### src/rtl/hwmove_pkg.sv
// Package of encodings, register offsets and carriers for the move decoder
package hwmove_pkg;
  // ---------------------------------------------------------------
  // Instruction encodings
  // ---------------------------------------------------------------
  localparam logic [5:0] OP_SPECIAL   = 6'h00;
  localparam logic [5:0] OP_COP0      = 6'h10;
  localparam logic [5:0] OP_COP1      = 6'h11;
  localparam logic [5:0] OP_COP2      = 6'h12;
  localparam logic [4:0] SUB_HIGH0    = 5'h02;
  localparam logic [4:0] SUB_HIGH     = 5'h03;
  localparam logic [5:0] FN_MUL_HIGH  = 6'h10;
  localparam logic [5:0] FN_MUL_LOW   = 6'h12;
  localparam logic [5:0] FN_FP_COPY   = 6'h06;
  localparam logic [5:0] FN_MOVE_CF   = 6'h01;
  localparam logic [4:0] FMT_SINGLE   = 5'h10;
  localparam logic [4:0] FMT_DOUBLE   = 5'h11;
  localparam logic [4:0] FMT_PAIRED   = 5'h16;
  localparam logic [3:0] REV_NEWEST   = 4'h6;
  localparam logic [3:0] REV_FP_HIGH  = 4'h2;
  // ---------------------------------------------------------------
  // Register map (byte addresses)
  // ---------------------------------------------------------------
  localparam logic [7:0] ADDR_CTRL    = 8'h00;
  localparam logic [7:0] ADDR_STATUS  = 8'h04;
  localparam logic [7:0] ADDR_MASK    = 8'h08;
  localparam logic [7:0] ADDR_COUNT   = 8'h0c;
  // Control fields
  localparam int CTRL_MVH_BIT         = 0;
  localparam int CTRL_FRM_BIT         = 1;
  localparam int CTRL_REV_LSB         = 4;
  localparam logic [31:0] CTRL_RESET  = 32'h0000_0061;
  // Status bit positions
  localparam int EV_RESINST           = 0;
  localparam int EV_COPUNUSE          = 1;
  localparam int EV_UNIMPOP           = 2;
  localparam int EV_DONE              = 3;
  localparam int NUM_EV               = 4;
  localparam logic [1:0] RESP_OKAY    = 2'b00;
  localparam logic [1:0] RESP_SLVERR  = 2'b10;

  typedef enum logic [2:0] {
    EXC_NONE    = 3'b001,
    EXC_RESINST = 3'b010,
    EXC_COPUSE  = 3'b100
  } exc_type;

  // Decoded instruction issue
  typedef struct packed {
    logic        valid;
    logic [31:0] word;
  } issue_type;

  // Operand values offered by the pipeline
  typedef struct packed {
    logic [63:0] sys_value;
    logic        sys_present;
    logic        sys_extended;
    logic [63:0] fp_value;
    logic [63:0] cop2_value;
    logic [31:0] mul_high_result;
    logic [31:0] mul_low_result;
    logic [31:0] gpr_source;
    logic [7:0]  fp_cond;
    logic        cop1_usable;
    logic        fp_fmt_impl;
  } operand_type;

  // Result towards the register files
  typedef struct packed {
    logic        gpr_we;
    logic [4:0]  gpr_addr;
    logic [31:0] gpr_data;
    logic        fpr_we;
    logic [4:0]  fpr_addr;
    logic [63:0] fpr_data;
    exc_type     exc;
    logic        unimpl_op;
    logic        done;
  } result_type;
endpackage

### src/rtl/high_word_register_move.sv
// Decode and execute of high-word and register-move instructions
// Summary of operation
// (RULE1) COP0 sub 00010 moves system reg high word
// (RULE2) Reserved instruction when high-half enable clear
// (RULE3) Newest revision: missing or narrow register gives 0
// (RULE4) Software zeroes select for unselectable registers
// (RULE5) Translation entry lows returned unmodified
// (RULE6) COP1 sub 00011 moves FP high word
// (RULE7) Before revision 2 FP high move reserved
// (RULE8) COP2 sub 00011 moves coprocessor-2 high word
// (RULE9) Software names only existing 64-bit COP2 registers
// (RULE10) Function 010000 copies multiply high result
// (RULE11) Function 010010 copies multiply low result
// (RULE12) COP1 function 000110 copies FP register
// (RULE13) Paired single copies both halves, not newest
// (RULE14) FP copy raises no IEEE flags
// (RULE15) FP copy signals unusable or reserved exceptions
// (RULE16) Software names valid FP registers for format
// (RULE17) Condition false moves general register
// (RULE18) Condition true leaves destination unwritten
`timescale 1ns/1ns
module high_word_register_move (
  input  wire logic                     aclk,
  input  wire logic                     aresetn,
  input  wire hwmove_pkg::issue_type    issue,
  input  wire hwmove_pkg::operand_type  opnd,
  output hwmove_pkg::result_type        result,
  output logic [4:0]                    sys_reg_sel,
  output logic [2:0]                    sys_sel_field,
  output logic [4:0]                    fp_reg_sel,
  output logic [15:0]                   cop2_impl_field,
  input  wire logic                     s_axi_awvalid,
  output logic                          s_axi_awready,
  input  wire logic [7:0]               s_axi_awaddr,
  input  wire logic                     s_axi_wvalid,
  output logic                          s_axi_wready,
  input  wire logic [31:0]              s_axi_wdata,
  input  wire logic [3:0]               s_axi_wstrb,
  output logic                          s_axi_bvalid,
  input  wire logic                     s_axi_bready,
  output logic [1:0]                    s_axi_bresp,
  input  wire logic                     s_axi_arvalid,
  output logic                          s_axi_arready,
  input  wire logic [7:0]               s_axi_araddr,
  output logic                          s_axi_rvalid,
  input  wire logic                     s_axi_rready,
  output logic [31:0]                   s_axi_rdata,
  output logic [1:0]                    s_axi_rresp,
  output logic                          irq
);
  // ---------------------------------------------------------------
  // Field extraction
  // ---------------------------------------------------------------
  logic [31:0] w;
  logic [5:0]  op;
  logic [4:0]  rs;
  logic [4:0]  rt;
  logic [4:0]  rd;
  logic [4:0]  sa;
  logic [5:0]  fn;
  logic [31:0] ctrl_r;
  logic [3:0]  rev;
  logic        high_half_sys_move_enable;
  logic        fp_register_width_mode;
  logic [2:0]  fp_condition_select;
  logic        true_false_select;

  assign w   = issue.word;
  assign op  = w[31:26];
  assign rs  = w[25:21];
  assign rt  = w[20:16];
  assign rd  = w[15:11];
  assign sa  = w[10:6];
  assign fn  = w[5:0];
  assign fp_condition_select = w[20:18];
  assign true_false_select   = w[16];
  assign high_half_sys_move_enable =
    ctrl_r[hwmove_pkg::CTRL_MVH_BIT];
  assign fp_register_width_mode = ctrl_r[hwmove_pkg::CTRL_FRM_BIT];
  assign rev = ctrl_r[hwmove_pkg::CTRL_REV_LSB +: 4];

  // ---------------------------------------------------------------
  // Decode
  // ---------------------------------------------------------------
  logic dec_sys_high;
  logic dec_fp_high;
  logic dec_cop2_high;
  logic dec_mul_high;
  logic dec_mul_low;
  logic dec_fp_copy;
  logic dec_move_false;
  logic newest;
  logic fmt_paired;
  logic fmt_known;

  assign newest = rev >= hwmove_pkg::REV_NEWEST;
  assign dec_sys_high = issue.valid && op == hwmove_pkg::OP_COP0 &&
    rs == hwmove_pkg::SUB_HIGH0 && w[10:3] == 8'h00; // RULE1
  assign dec_fp_high = issue.valid && op == hwmove_pkg::OP_COP1 &&
    rs == hwmove_pkg::SUB_HIGH && w[10:0] == 11'h000; // RULE6
  assign dec_cop2_high = issue.valid && op == hwmove_pkg::OP_COP2 &&
    rs == hwmove_pkg::SUB_HIGH; // RULE8
  assign dec_mul_high = issue.valid && op == hwmove_pkg::OP_SPECIAL &&
    fn == hwmove_pkg::FN_MUL_HIGH && w[25:16] == 10'h000 &&
    sa == 5'h00; // RULE10
  assign dec_mul_low = issue.valid && op == hwmove_pkg::OP_SPECIAL &&
    fn == hwmove_pkg::FN_MUL_LOW && w[25:16] == 10'h000 &&
    sa == 5'h00; // RULE11
  assign dec_fp_copy = issue.valid && op == hwmove_pkg::OP_COP1 &&
    fn == hwmove_pkg::FN_FP_COPY && rt == 5'h00 &&
    rs >= hwmove_pkg::FMT_SINGLE; // RULE12
  assign dec_move_false = issue.valid && op == hwmove_pkg::OP_SPECIAL &&
    fn == hwmove_pkg::FN_MOVE_CF && w[17] == 1'b0 &&
    !true_false_select && sa == 5'h00; // RULE17
  assign fmt_paired = rs == hwmove_pkg::FMT_PAIRED;
  assign fmt_known  = rs == hwmove_pkg::FMT_SINGLE ||
    rs == hwmove_pkg::FMT_DOUBLE || fmt_paired;

  // Operand selects towards the register sources
  assign sys_reg_sel     = rd;
  assign sys_sel_field   = w[2:0];
  assign fp_reg_sel      = rd;
  assign cop2_impl_field = w[15:0];

  // ---------------------------------------------------------------
  // Execute
  // ---------------------------------------------------------------
  hwmove_pkg::result_type res_nxt;
  logic cond_false;

  assign cond_false = opnd.fp_cond[fp_condition_select] == 1'b0;

  always_comb begin
    res_nxt = '0;
    res_nxt.exc = hwmove_pkg::EXC_NONE;
    if (dec_sys_high) begin
      if (!high_half_sys_move_enable) begin
        res_nxt.exc = hwmove_pkg::EXC_RESINST; // RULE2
      end else begin
        res_nxt.gpr_we   = 1'b1;
        res_nxt.gpr_addr = rt;
        // Entry-low high halves pass straight through
        if (opnd.sys_present && opnd.sys_extended) begin
          res_nxt.gpr_data = opnd.sys_value[63:32]; // RULE1 RULE5
        end else begin
          res_nxt.gpr_data = 32'h0000_0000; // RULE3
        end
      end
    end else if (dec_fp_high) begin
      if (rev < hwmove_pkg::REV_FP_HIGH) begin
        res_nxt.exc = hwmove_pkg::EXC_RESINST; // RULE7
      end else if (!opnd.cop1_usable) begin
        res_nxt.exc = hwmove_pkg::EXC_COPUSE;
      end else begin
        res_nxt.gpr_we   = 1'b1;
        res_nxt.gpr_addr = rt;
        res_nxt.gpr_data = opnd.fp_value[63:32]; // RULE6
      end
    end else if (dec_cop2_high) begin
      if (rev < hwmove_pkg::REV_FP_HIGH) begin
        res_nxt.exc = hwmove_pkg::EXC_RESINST;
      end else begin
        res_nxt.gpr_we   = 1'b1;
        res_nxt.gpr_addr = rt;
        res_nxt.gpr_data = opnd.cop2_value[63:32]; // RULE8
      end
    end else if (dec_mul_high || dec_mul_low) begin
      if (newest) begin
        res_nxt.exc = hwmove_pkg::EXC_RESINST; // RULE10 RULE11
      end else begin
        res_nxt.gpr_we   = 1'b1;
        res_nxt.gpr_addr = rd;
        res_nxt.gpr_data = dec_mul_high ? opnd.mul_high_result
                                        : opnd.mul_low_result;
      end
    end else if (dec_fp_copy) begin
      if (!opnd.cop1_usable) begin
        res_nxt.exc = hwmove_pkg::EXC_COPUSE; // RULE15
      end else if (!fmt_known || (fmt_paired && newest)) begin
        res_nxt.exc = hwmove_pkg::EXC_RESINST; // RULE13 RULE15
      end else if (!opnd.fp_fmt_impl ||
                   (fmt_paired && !fp_register_width_mode)) begin
        res_nxt.unimpl_op = 1'b1; // RULE15
      end else begin
        // Plain copy, no arithmetic flags touched
        res_nxt.fpr_we   = 1'b1; // RULE12 RULE14
        res_nxt.fpr_addr = sa;
        res_nxt.fpr_data = opnd.fp_value; // RULE13
      end
    end else if (dec_move_false) begin
      if (newest) begin
        res_nxt.exc = hwmove_pkg::EXC_RESINST;
      end else if (!opnd.cop1_usable) begin
        res_nxt.exc = hwmove_pkg::EXC_COPUSE;
      end else begin
        res_nxt.gpr_we   = cond_false; // RULE17 RULE18
        res_nxt.gpr_addr = rd;
        res_nxt.gpr_data = opnd.gpr_source;
      end
    end
    res_nxt.done = dec_sys_high | dec_fp_high | dec_cop2_high |
      dec_mul_high | dec_mul_low | dec_fp_copy | dec_move_false;
  end

  always_ff @(posedge aclk) begin
    if (!aresetn) begin
      result <= '0;
      result.exc <= hwmove_pkg::EXC_NONE;
    end else begin
      result <= res_nxt;
    end
  end

  // ---------------------------------------------------------------
  // Register bus
  // ---------------------------------------------------------------
  logic [hwmove_pkg::NUM_EV-1:0] status_r;
  logic [hwmove_pkg::NUM_EV-1:0] mask_r;
  logic [hwmove_pkg::NUM_EV-1:0] ev;
  logic [31:0] count_r;
  logic        aw_hold_r;
  logic        w_hold_r;
  logic [7:0]  awaddr_r;
  logic [31:0] wdata_r;
  logic [3:0]  wstrb_r;
  logic        wr_go;
  logic        rd_go;
  logic        status_read;
  logic [31:0] rdata_nxt;

  assign wr_go = aw_hold_r && w_hold_r && !s_axi_bvalid;
  assign rd_go = s_axi_arvalid && s_axi_arready;
  assign status_read = rd_go && s_axi_araddr == hwmove_pkg::ADDR_STATUS;

  always_ff @(posedge aclk) begin
    if (!aresetn) begin
      aw_hold_r     <= 1'b0;
      w_hold_r      <= 1'b0;
      awaddr_r      <= 8'h00;
      wdata_r       <= 32'h0000_0000;
      wstrb_r       <= 4'h0;
      s_axi_awready <= 1'b0;
      s_axi_wready  <= 1'b0;
      s_axi_bvalid  <= 1'b0;
      s_axi_bresp   <= hwmove_pkg::RESP_OKAY;
    end else begin
      s_axi_awready <= !aw_hold_r && !s_axi_awready && !s_axi_bvalid;
      s_axi_wready  <= !w_hold_r && !s_axi_wready && !s_axi_bvalid;
      if (s_axi_awvalid && s_axi_awready) begin
        aw_hold_r <= 1'b1;
        awaddr_r  <= s_axi_awaddr;
      end
      if (s_axi_wvalid && s_axi_wready) begin
        w_hold_r <= 1'b1;
        wdata_r  <= s_axi_wdata;
        wstrb_r  <= s_axi_wstrb;
      end
      if (wr_go) begin
        aw_hold_r    <= 1'b0;
        w_hold_r     <= 1'b0;
        s_axi_bvalid <= 1'b1;
        s_axi_bresp  <= (awaddr_r == hwmove_pkg::ADDR_CTRL ||
                         awaddr_r == hwmove_pkg::ADDR_MASK)
                        ? hwmove_pkg::RESP_OKAY : hwmove_pkg::RESP_SLVERR;
      end else if (s_axi_bvalid && s_axi_bready) begin
        s_axi_bvalid <= 1'b0;
      end
    end
  end

  // Control and mask registers with byte enables
  always_ff @(posedge aclk) begin
    if (!aresetn) begin
      ctrl_r <= hwmove_pkg::CTRL_RESET;
      mask_r <= '0;
    end else if (wr_go) begin
      if (awaddr_r == hwmove_pkg::ADDR_CTRL) begin
        for (int b = 0; b < 4; b++) begin
          if (wstrb_r[b]) begin
            ctrl_r[b*8 +: 8] <= wdata_r[b*8 +: 8];
          end
        end
      end
      if (awaddr_r == hwmove_pkg::ADDR_MASK && wstrb_r[0]) begin
        mask_r <= wdata_r[hwmove_pkg::NUM_EV-1:0];
      end
    end
  end

  // Sticky events; a new event wins over the read clear
  assign ev[hwmove_pkg::EV_RESINST]  =
    res_nxt.exc == hwmove_pkg::EXC_RESINST;
  assign ev[hwmove_pkg::EV_COPUNUSE] =
    res_nxt.exc == hwmove_pkg::EXC_COPUSE;
  assign ev[hwmove_pkg::EV_UNIMPOP]  = res_nxt.unimpl_op;
  assign ev[hwmove_pkg::EV_DONE]     = res_nxt.done;

  always_ff @(posedge aclk) begin
    if (!aresetn) begin
      status_r <= '0;
      irq      <= 1'b0;
      count_r  <= 32'h0000_0000;
    end else begin
      status_r <= (status_read ? '0 : status_r) | ev;
      irq      <= |(((status_read ? '0 : status_r) | ev) & mask_r);
      if (res_nxt.done) begin
        count_r <= count_r + 32'h0000_0001;
      end
    end
  end

  always_comb begin
    case (s_axi_araddr)
      hwmove_pkg::ADDR_CTRL:   rdata_nxt = ctrl_r;
      hwmove_pkg::ADDR_STATUS: rdata_nxt = 32'(status_r);
      hwmove_pkg::ADDR_MASK:   rdata_nxt = 32'(mask_r);
      hwmove_pkg::ADDR_COUNT:  rdata_nxt = count_r;
      default:                 rdata_nxt = 32'h0000_0000;
    endcase
  end

  always_ff @(posedge aclk) begin
    if (!aresetn) begin
      s_axi_arready <= 1'b0;
      s_axi_rvalid  <= 1'b0;
      s_axi_rdata   <= 32'h0000_0000;
      s_axi_rresp   <= hwmove_pkg::RESP_OKAY;
    end else begin
      s_axi_arready <= !s_axi_arready && !s_axi_rvalid;
      if (rd_go) begin
        s_axi_rvalid <= 1'b1;
        s_axi_rdata  <= rdata_nxt;
        s_axi_rresp  <= s_axi_araddr[7:4] == 4'h0
                        ? hwmove_pkg::RESP_OKAY : hwmove_pkg::RESP_SLVERR;
      end else if (s_axi_rvalid && s_axi_rready) begin
        s_axi_rvalid <= 1'b0;
      end
    end
  end
endmodule // high_word_register_move

### config.mk
export PLATFORM = sky130hd
export DESIGN_NAME = high_word_register_move
export DESIGN_NICKNAME = d
export VERILOG_FILES = /design/src/rtl/hwmove_pkg.sv /design/src/rtl/high_word_register_move.sv
export SDC_FILE = /design/constraint.sdc
export NUM_CORES = 1
export LEC_CHECK = 0
export BUFFER_PORTS_ARGS = -buffer_cell sky130_fd_sc_hd__clkbuf_2
export CAP_MARGIN = 20
export CORE_AREA = 2 2 227 229
export CTS_CLUSTER_DIAMETER = 30
export DETAILED_ROUTE_END_ITERATION = 10
export DIE_AREA = 0 0 229 231
export SYNTH_ARGS = -nofsm -noshare
export SYNTH_HDL_FRONTEND = slang
export SYNTH_SLANG_ARGS = --single-unit
### constraint.sdc
create_clock -name aclk -period 3.42 [get_ports aclk]
set_clock_uncertainty 0.15 [all_clocks]
set_input_delay 0.684 -clock aclk [delete_from_list [all_inputs] [get_ports aclk]]
set_output_delay 0.684 -clock aclk [all_outputs]
set_load 0.01 [all_outputs]
# Word level (Yosys, flattened, before mapping)
# Index checks and enable logic that the tools add are counted.
# Widths: inputs -> output; s select.
# totals
reg_bits,273
input_bits,392
word_cells,190
output_inout_bits,184
# classes
n_bitwise,13
n_mux,48
n_eq_ne,18
addsub,1
n_lt_le_gt_ge,4
reduce_logical,76
# ops
operator,n
$mux 38,13
$pmux 32 s4,1
$mux 70,1
$mux 32,2
$logic_and 1x1->1,39
$add 32x1->32 const B,1
$eq 6x5->1 const B,5
$mux 3,10
$eq 8x4->1 const B,3
$logic_not 8->1,3
$eq 5x5->1 const B,3
$mux 1,13
$mux 2,6
$reduce_and 3->1,4
$logic_not 1->1,11
$logic_not 11->1,1
$eq 5x2->1 const B,2
$logic_not 10->1,1
$logic_not 5->1,2
$reduce_or 9->1,1
$eq 8x3->1 const B,1
$reduce_or 8->1,1
$eq 6x1->1 const B,1
$eq 6x3->1 const B,1
19 further kinds,34

# Depth between registers and ports, before layout
# Gate-level depths: netlist of run 1.
# depth
depth_word,16
depth_mapped,10
depth_no_buf,7

# Least setup slack after synthesis of run 1
# OpenSTA, ideal clock, no wires.
# synth_path
path_kind,input to register
startpoint,input issue[1] (netlist name)
endpoint,register count_r[16]
required_ns,3.196
stages,9
n_path_buf,2
slack_ns,0.376
setup_time_ns,0.074
t_arrival_ns,2.820
path_cell_list,buf_4 -> nand3_1 -> or4b_4 -> o32ai_4 -> a2111oi_2 -> or3_1 -> buf_2 -> or4b_1 -> o21ai_0
# synth_between
elab_chain_len,8
word_cells_on_any_way,25
cone_classes,4 x eq/ne; 6 x bitwise; 15 x reduce/logical
# synth_lines
element,line_no,source
start: declaration,high_word_register_move.sv:25,"input wire hwmove_pkg::issue_type issue,"
$logic_not 11->1 / $eq 6x5->1 (equally long branches),"high_word_register_move.sv:100, high_word_register_move.sv:104",
$logic_and 1x1->1 (on tied branches),"high_word_register_move.sv:100, high_word_register_move.sv:103",
$or 1x1->1 / $logic_and 1x1->1 (equally long branches) (2 in series),"high_word_register_move.sv:201, high_word_register_move.sv:104",
$or 1x1->1,high_word_register_move.sv:201,res_nxt.done = dec_sys_high | dec_fp_high | dec_cop2_high |
$or 1x1->1 (2 in series),high_word_register_move.sv:202,dec_mul_high | dec_mul_low | dec_fp_copy | dec_move_false;
$or 1x1->1 *,high_word_register_move.sv:202,
end signal: assignment,high_word_register_move.sv:307,count_r <= count_r + 32'h0000_0001;
end: declaration,high_word_register_move.sv:220,logic [31:0] count_r;
# Every way passes the cells marked *; elsewhere a longest branch is shown, timed or not.
# A chain may end at the register's enable or synchronous reset.

# Final worst setup path of run 1
# layout_path
startpoint,input issue[0] (netlist name)
endpoint,register count_r[16]
# The elaborated chain is that of the path after synthesis.

==> flow_summary_export.csv, run 1 <==
group,metric,value,unit
status,status,"complete, but fails checks",
status,violations,"design-rule violations",
die,die_area,52900,um^2
layout,seqCellArea,5430,um^2
clocking,cts_tree,"built",
clocking,clkTransAtPathRegs,0.04,ns
global_route,first_global_vias,11022,
worst_setup_path,critPathLaunch,"issue[0]",
clocking,cts-root-buf,"clkbuf_16",
pwr,power.total,0.0104,W
yosys,yosys-top-cells-count,"dfxtp_1 (271), nand2_1 (239), a21oi_1 (111)",
die,core,50700,um^2
yosys,synth-main-ff-cell,"dfxtp_1",
global_route,antenna_found_initial,7,
place,post-place-ws,0.118,ns
routing,drt_iter0_drc,930,
sta,setup_viol,0,
hold_path,hp-start,"opnd[183]",
worst_setup_path,cp.arrival,3.08,ns
routing,met3_length,4130,um
worst_setup_path,cp-end-kind,"flop",
die,fp-row-count,83,
sta,slew_headroom,52.8,%
place,port_buffers,509,
sta,drv_slew,0,
place,place_congestion,0.930,
pwr,irDropWorstVdd,315,uV
layout,fill_cells,5273,
worst_setup_path,crit_type,"input port to flop",
die,die_h,231,um
routing,avgRoutedWirePerCell,19.7,um
clocking,clock_path_buffers,3,
routing,drc_errors,1,
yosys,yosysMostFrequentCell,"dfxtp_1",
layout,fin_util,33.4,%
global_route,gr-total-overflow,0,
yosys,yosys.area.top_type_share,48.7,%
place,dp_hpwl,37700,um
yosys,async_flop_share,0,%
worst_setup_path,r2r_start,"ctrl_r[5]$_SDFFE_PN1P_",
die,initial_core_util,22.0,%
yosys,yosysWarnings,0,
yosys,synth_edf_count,0,
sta,holdWs,0.134,ns
routing,ant_nets,0,
sta,period_share,79.6,%
yosys,synth_area_leaders,"dfxtp_1 (49%), nand2_1 (8.0%), a21oi_1 (5.0%), mux2i_1 (4.8%), and2_1 (4.7%)",
clocking,clk_latency,0.60,ns
layout,multi_input_area,5210,um^2
sta,finalHoldViolCount,0,
sta,rsz0062_at_grt,"false",
die,io_pins,576,
layout,drive_above_1_share,38.9,%
yosys,netlist_instances,1233,
hold_path,hold_class,"input port to flop",
global_route,grt_pass1_wl,69600,um
flow_run,max_cap_violations,0,
yosys,yosysTopAreaCell,"dfxtp_1",
global_route,grt_max_degree,71,
routing,met1_length,19700,um
layout,fin_nets,2136,
pwr,p_leak,7.39,nW
yosys,ys_seq_area_share,48.7,%
clocking,post_cts_buffers,0,
sta,setup_ws,0.699,ns
worst_setup_path,required,3.77,ns
sta,layout_min_cycle_time,2.72,ns
sta,timing.setup.tns,0,ns
routing,via_count,11511,
routing,wl,48900,um
global_route,grt_usage,17.6,%
clocking,cts_hold_buffers,0,
layout,area_growth,51.7,%
sta,tightestPinTransition,0.704,ns
routing,viasPerCell,4.65,
clocking,cts-resized-gates,0,
yosys,yosys_register_bits,271,
yosys,syn_area,11100,um^2
routing,dr.pass1.iters,11,
routing,highest_layer,"met5",
worst_setup_path,cp_max_fo,5,
clocking,cts_made_buffers,68,
yosys,synthDistinctLibCells,63,
sta,fmax,0.367,GHz
pwr,p_per_area,615,nW/um^2
die,die_w,229,um
clocking,htree_levels,3,
worst_setup_path,start_kind,"input port",
routing,wl_met2,22800,um
yosys,avgSynthCellArea,9.04,um^2
clocking,clock-sinks,271,
-- stage by stage --
stage	area (um^2)	cells
after floorplan	11200	1234
after global placement	14400	2353
after detailed placement	14400	2353
after CTS	16900	2475
after global routing	16900	2478
final	16900	2478
-- per-layer routing --
layer	vias up	track usage, %
li1	5382	-
met1	5397	21.2
met2	622	28.1
met3	108	5.19
met4	2	9.68
met5	-	0
-- critical path, cell delays in order --
cell       delay, ns
clkbuf_2        0.12
nor4_2          0.34
or4b_4          0.52
o32ai_4         0.28
a2111oi_2       0.12
or3_1           0.45
or4b_1          0.48
o21ai_0         0.08
-- kinds of logic (layout without fill, tap and decap cells) --
| kind of cell | after synthesis | in the layout | synth area share (%) |
|---|---|---|---|
| buf+inv | 115 | 676 | 5.01 |
| mux | 66 | 66 | 6.73 |
| xor+xnor | 14 | 14 | 1.10 |
| other cells | 1 | 5 | 0.0336 |
| fa+ha+maj | 1 | 1 | 0.112 |
| flops | 271 | 271 | 48.7 |
| simple gates | 503 | 503 | 22.1 |
| compound gates | 262 | 262 | 16.2 |
-- path summary, 6_finish.rpt --
path,endpoint,slack [ns],cells past startpoint
worst max-delay path,count_r[16]$_SDFFE_PN0P_,0.70,8
worst max register to register,result[96]$_SDFF_PN0_,0.80,7
worst min register to register,ctrl_r[5]$_SDFFE_PN1P_,0.27,2
worst min-delay path,result[18]$_SDFF_PP0_,0.13,2
-- area by class of cell --
type                            instances  area share [%]
Clock buffer                           85            11.2
Inverter                                5           0.126
Tap cell                              680            5.03
Clock inverter                         37            3.34
Sequential cell                       271            32.1
Multi-Input combinational cell        848            30.8
Timing Repair Buffer                  549            17.4
Antenna cell                            3          0.0444
-- layout by cell type (no fill, tap or decap), types with 4 or more instances in the layout --
| cell | n |
|---|---|
| and2_1 | 83 |
| clkbuf_16 | 68 |
| nor4_1 | 11 |
| clkbuf_2 | 509 |
| nand4_1 | 15 |
| a22oi_1 | 5 |
| xor2_1 | 4 |
| xnor2_1 | 10 |
| nand2b_1 | 19 |
| mux2i_1 | 54 |
| clkbuf_1 | 4 |
| nand3_1 | 28 |
| nand2_1 | 239 |
| clkinv_2 | 10 |
| and3_1 | 5 |
| nor3_1 | 15 |
| clkinv_16 | 5 |
| clkbuf_8 | 13 |
| a21oi_1 | 111 |
| and4_1 | 5 |
| nor2_1 | 49 |
| a21o_1 | 7 |
| buf_4 | 33 |
| inv_1 | 4 |
| a222oi_1 | 32 |
| mux4_2 | 4 |
| a22o_1 | 59 |
| clkinvlp_4 | 5 |
| buf_12 | 7 |
| mux2_2 | 6 |
| bufinv_16 | 8 |
| o21ai_0 | 30 |
| dfxtp_1 | 271 |
| clkinv_4 | 7 |
-- power by group --
group / internal [W] / leakage [nW] / total [W] / switching, W
Sequential: 0.00320 / 2.19 / 0.00323 / 0.0000236
Clock: 0.00457 / 1.19 / 0.00670 / 0.00213
Combinational: 0.000213 / 4.02 / 0.000479 / 0.000265
-- registers in the layout (all words and copies together), names as in the netlist, 8 cells and up --
name and count:
count_r 32, wdata_r 32, ctrl_r 32, awaddr_r 8
result 113, s_axi_rdata 32
No activity file was read; power rests on OpenSTA's default activity.
==> inputs of run 2 (changes only) <==
clock period = 2.4 ns   (was 3.42 ns; I/O delays follow)
==> flow_summary_export.csv, run 2 (same netlist as run 1, synthesis figures left out) <==
group,metric,value,unit
status,status,"complete, but fails checks",
status,violations,"negative setup slack",
pwr,p_leak,8.70,nW
worst_setup_path,cp.depth,9,
worst_setup_path,worstPathCellList,"buf_6 > nor4_4 > nand2_2 > or4_4 > nor2_4 > clkbuf_16 > mux2i_4 > o21ai_2 > a22o_1",
routing,drc_errors,0,
worst_setup_path,cp.arrival,2.80,ns
clocking,cts_made_buffers,75,
place,place_congestion,0.989,
hold_path,hold_class,"input port to flop",
worst_setup_path,endpoint,"result[77]$_SDFF_PN0_",
die,die_h,231,um
pwr,power.total,0.0162,W
worst_setup_path,r2r_end,"result[95]$_SDFF_PN0_",
layout,largest_reg_flops,113,
clocking,cts-root-buf,"clkbuf_16",
layout,fin_nets,2376,
die,die_w,229,um
worst_setup_path,critPathBufInv,2,
worst_setup_path,cp_max_fo,5,
layout,final_cell_mix,"clkbuf_2 (505), dfxtp_1 (268), nand2_1 (237)",
routing,via_count,12319,
worst_setup_path,r2r_start,"ctrl_r[5]$_SDFFE_PN1P_",
layout,area_growth,77.4,%
sta,finalHoldViolCount,0,
worst_setup_path,crit_slowest_cell,"or4_4",
layout,top_register,"result",
sta,rsz0062_at_grt,"true",
global_route,gr-total-overflow,0,
sta,period_share,103,%
worst_setup_path,required,2.73,ns
global_route,grt_pass1_wl,77800,um
place,port_buffers,509,
pwr,irDropWorstVdd,505,uV
clocking,clk_latency,0.61,ns
clocking,clock_path_buffers,3,
worst_setup_path,reg2reg_slack,0.17,ns
worst_setup_path,cp-end-kind,"flop",
layout,fill_cells,5066,
clocking,clock-sinks,271,
worst_setup_path,critPathTopFamily,"simple AND/OR/NAND/NOR gates",
worst_setup_path,start_kind,"input port",
place,post-place-ws,-1.03,ns
sta,fmax,0.406,GHz
flow_run,max_cap_violations,0,
worst_setup_path,crit_type,"input port to flop",
global_route,grt_max_degree,58,
clocking,htree_levels,3,
sta,setup_ws,-0.0630,ns
worst_setup_path,cpPeakStageDelay,0.57,ns
global_route,antenna_found_initial,12,
worst_setup_path,r2r_cells,8,
global_route,first_global_vias,12449,
clocking,cts_tree,"built",
die,die_area,52900,um^2
pwr,p_per_area,818,nW/um^2
die,fp-row-count,83,
routing,wl,54300,um
worst_setup_path,critPathLaunch,"issue[19]",
layout,final_common_cell,"clkbuf_2",
sta,drv_slew,0,
sta,tightestPinTransition,0.809,ns
sta,layout_min_cycle_time,2.46,ns
clocking,clkTransAtPathRegs,0.05,ns
layout,drive_above_1_share,41.8,%
routing,dr.pass1.iters,8,
die,initial_core_util,22.0,%
die,io_pins,576,
layout,final_cells,2724,
die,core,50700,um^2
sta,slew_headroom,46.1,%
routing,ant_nets,0,
place,dp_hpwl,41000,um
routing,avgRoutedWirePerCell,19.9,um
routing,drt_iter0_drc,720,
sta,setup_viol,4,
place,dp.cells,2438,
routing,viasPerCell,4.52,
global_route,grt_usage,19.7,%
[run 2: changes by cell type in the layout (fill, tap and decap cells not counted), sizes merged]
cell	delta
dlygate4sd3	+134
diode	+1
clkinvlp	+4
clkbuf	+5
inv	+4
clkinv	-7
bufinv	+4
buf	+101
[run 2: report_power, final]
part | internal, W | switching [W] | leakage, nW
combinational | 0.000502 | 0.000460 | 5.21
clock | 0.00741 | 0.00322 | 1.30
sequential | 0.00456 | 0.0000333 | 2.19
total | 0.0125 | 0.00371 | 8.70
[run 2: worst min-delay path by stage]
| stage | start | cells after the start | slack, ns | endpoint |
|---|---|---|---|---|
| floorplan | w_hold_r$_SDFFE_PP0P_ | 1 | 0.27 | s_axi_wready$_SDFF_PN0_ |
| global placement | aw_hold_r$_SDFFE_PP0P_ | 1 | 0.29 | s_axi_awready$_SDFF_PN0_ |
| detailed placement | ctrl_r[22]$_SDFFE_PN0P_ | 2 | 0.30 | ctrl_r[22]$_SDFFE_PN0P_ |
| CTS | opnd[224] | 2 | 0.0002 | result[59]$_SDFF_PP0_ |
| global route | opnd[224] | 2 | 0.01 | result[59]$_SDFF_PP0_ |
| finish | opnd[224] | 2 | 0.02 | result[59]$_SDFF_PP0_ |
[run 2: per-stage QoR]
step                      cell area [um^2]  hold slack [ns]  setup TNS, ns  utilization [%]
after floorplan                      11300            0.272          -7.48                -
after global placement               15300            0.290         -78.89             30.2
after detailed placement             15300            0.295         -77.81             30.2
after CTS                            19600         0.000163        -0.0511             38.6
after global routing                 19800           0.0124         -0.276             39.0
final                                19800           0.0245         -0.125             39.0
[run 2: routing by layer]
layer	vias to the layer above	share of wire (%)	global-route usage (%)
li1	5859	-	-
met1	5775	38	21.6
met2	540	49	34.4
met3	131	6.8	5.37
met4	14	5.5	10.8
met5	-	0.19	0
[run 2: cell type report]
type	count	area, um^2	area share [%]
sequential	271	5440	27.5
tap	680	851	4.30
multi-input combinational	848	5540	28.0
timing repair buffer	782	5180	26.2
inverter	5	21.3	0.108
clock buffer	92	2050	10.4
antenna	4	10.0	0.0506
clock inverter	42	686	3.47
[run 2: worst reg2reg max path, cell delays in order, from the launching register on]
cell and delay [ns]:
dfxtp_4 0.37, nor3_4 0.23, nor4_2 0.08, and2_4 0.20
buf_4 0.19, buf_12 0.16, a222oi_1 0.41, o21ai_1 0.12
a22o_1 0.20
[run 2: timing repair]
| item | CTS | global route |
|---|---|---|
| buffers inserted | 8 | 8 |
| resized for setup | 30 | 36 |
| hold buffers | 134 | 0 |
| endpoints found under the setup margin | 24 | 24 |
| endpoints found under the hold margin | 134 | 0 |
| pin swaps | 7 | 13 |
| gates cloned | 1 | 1 |
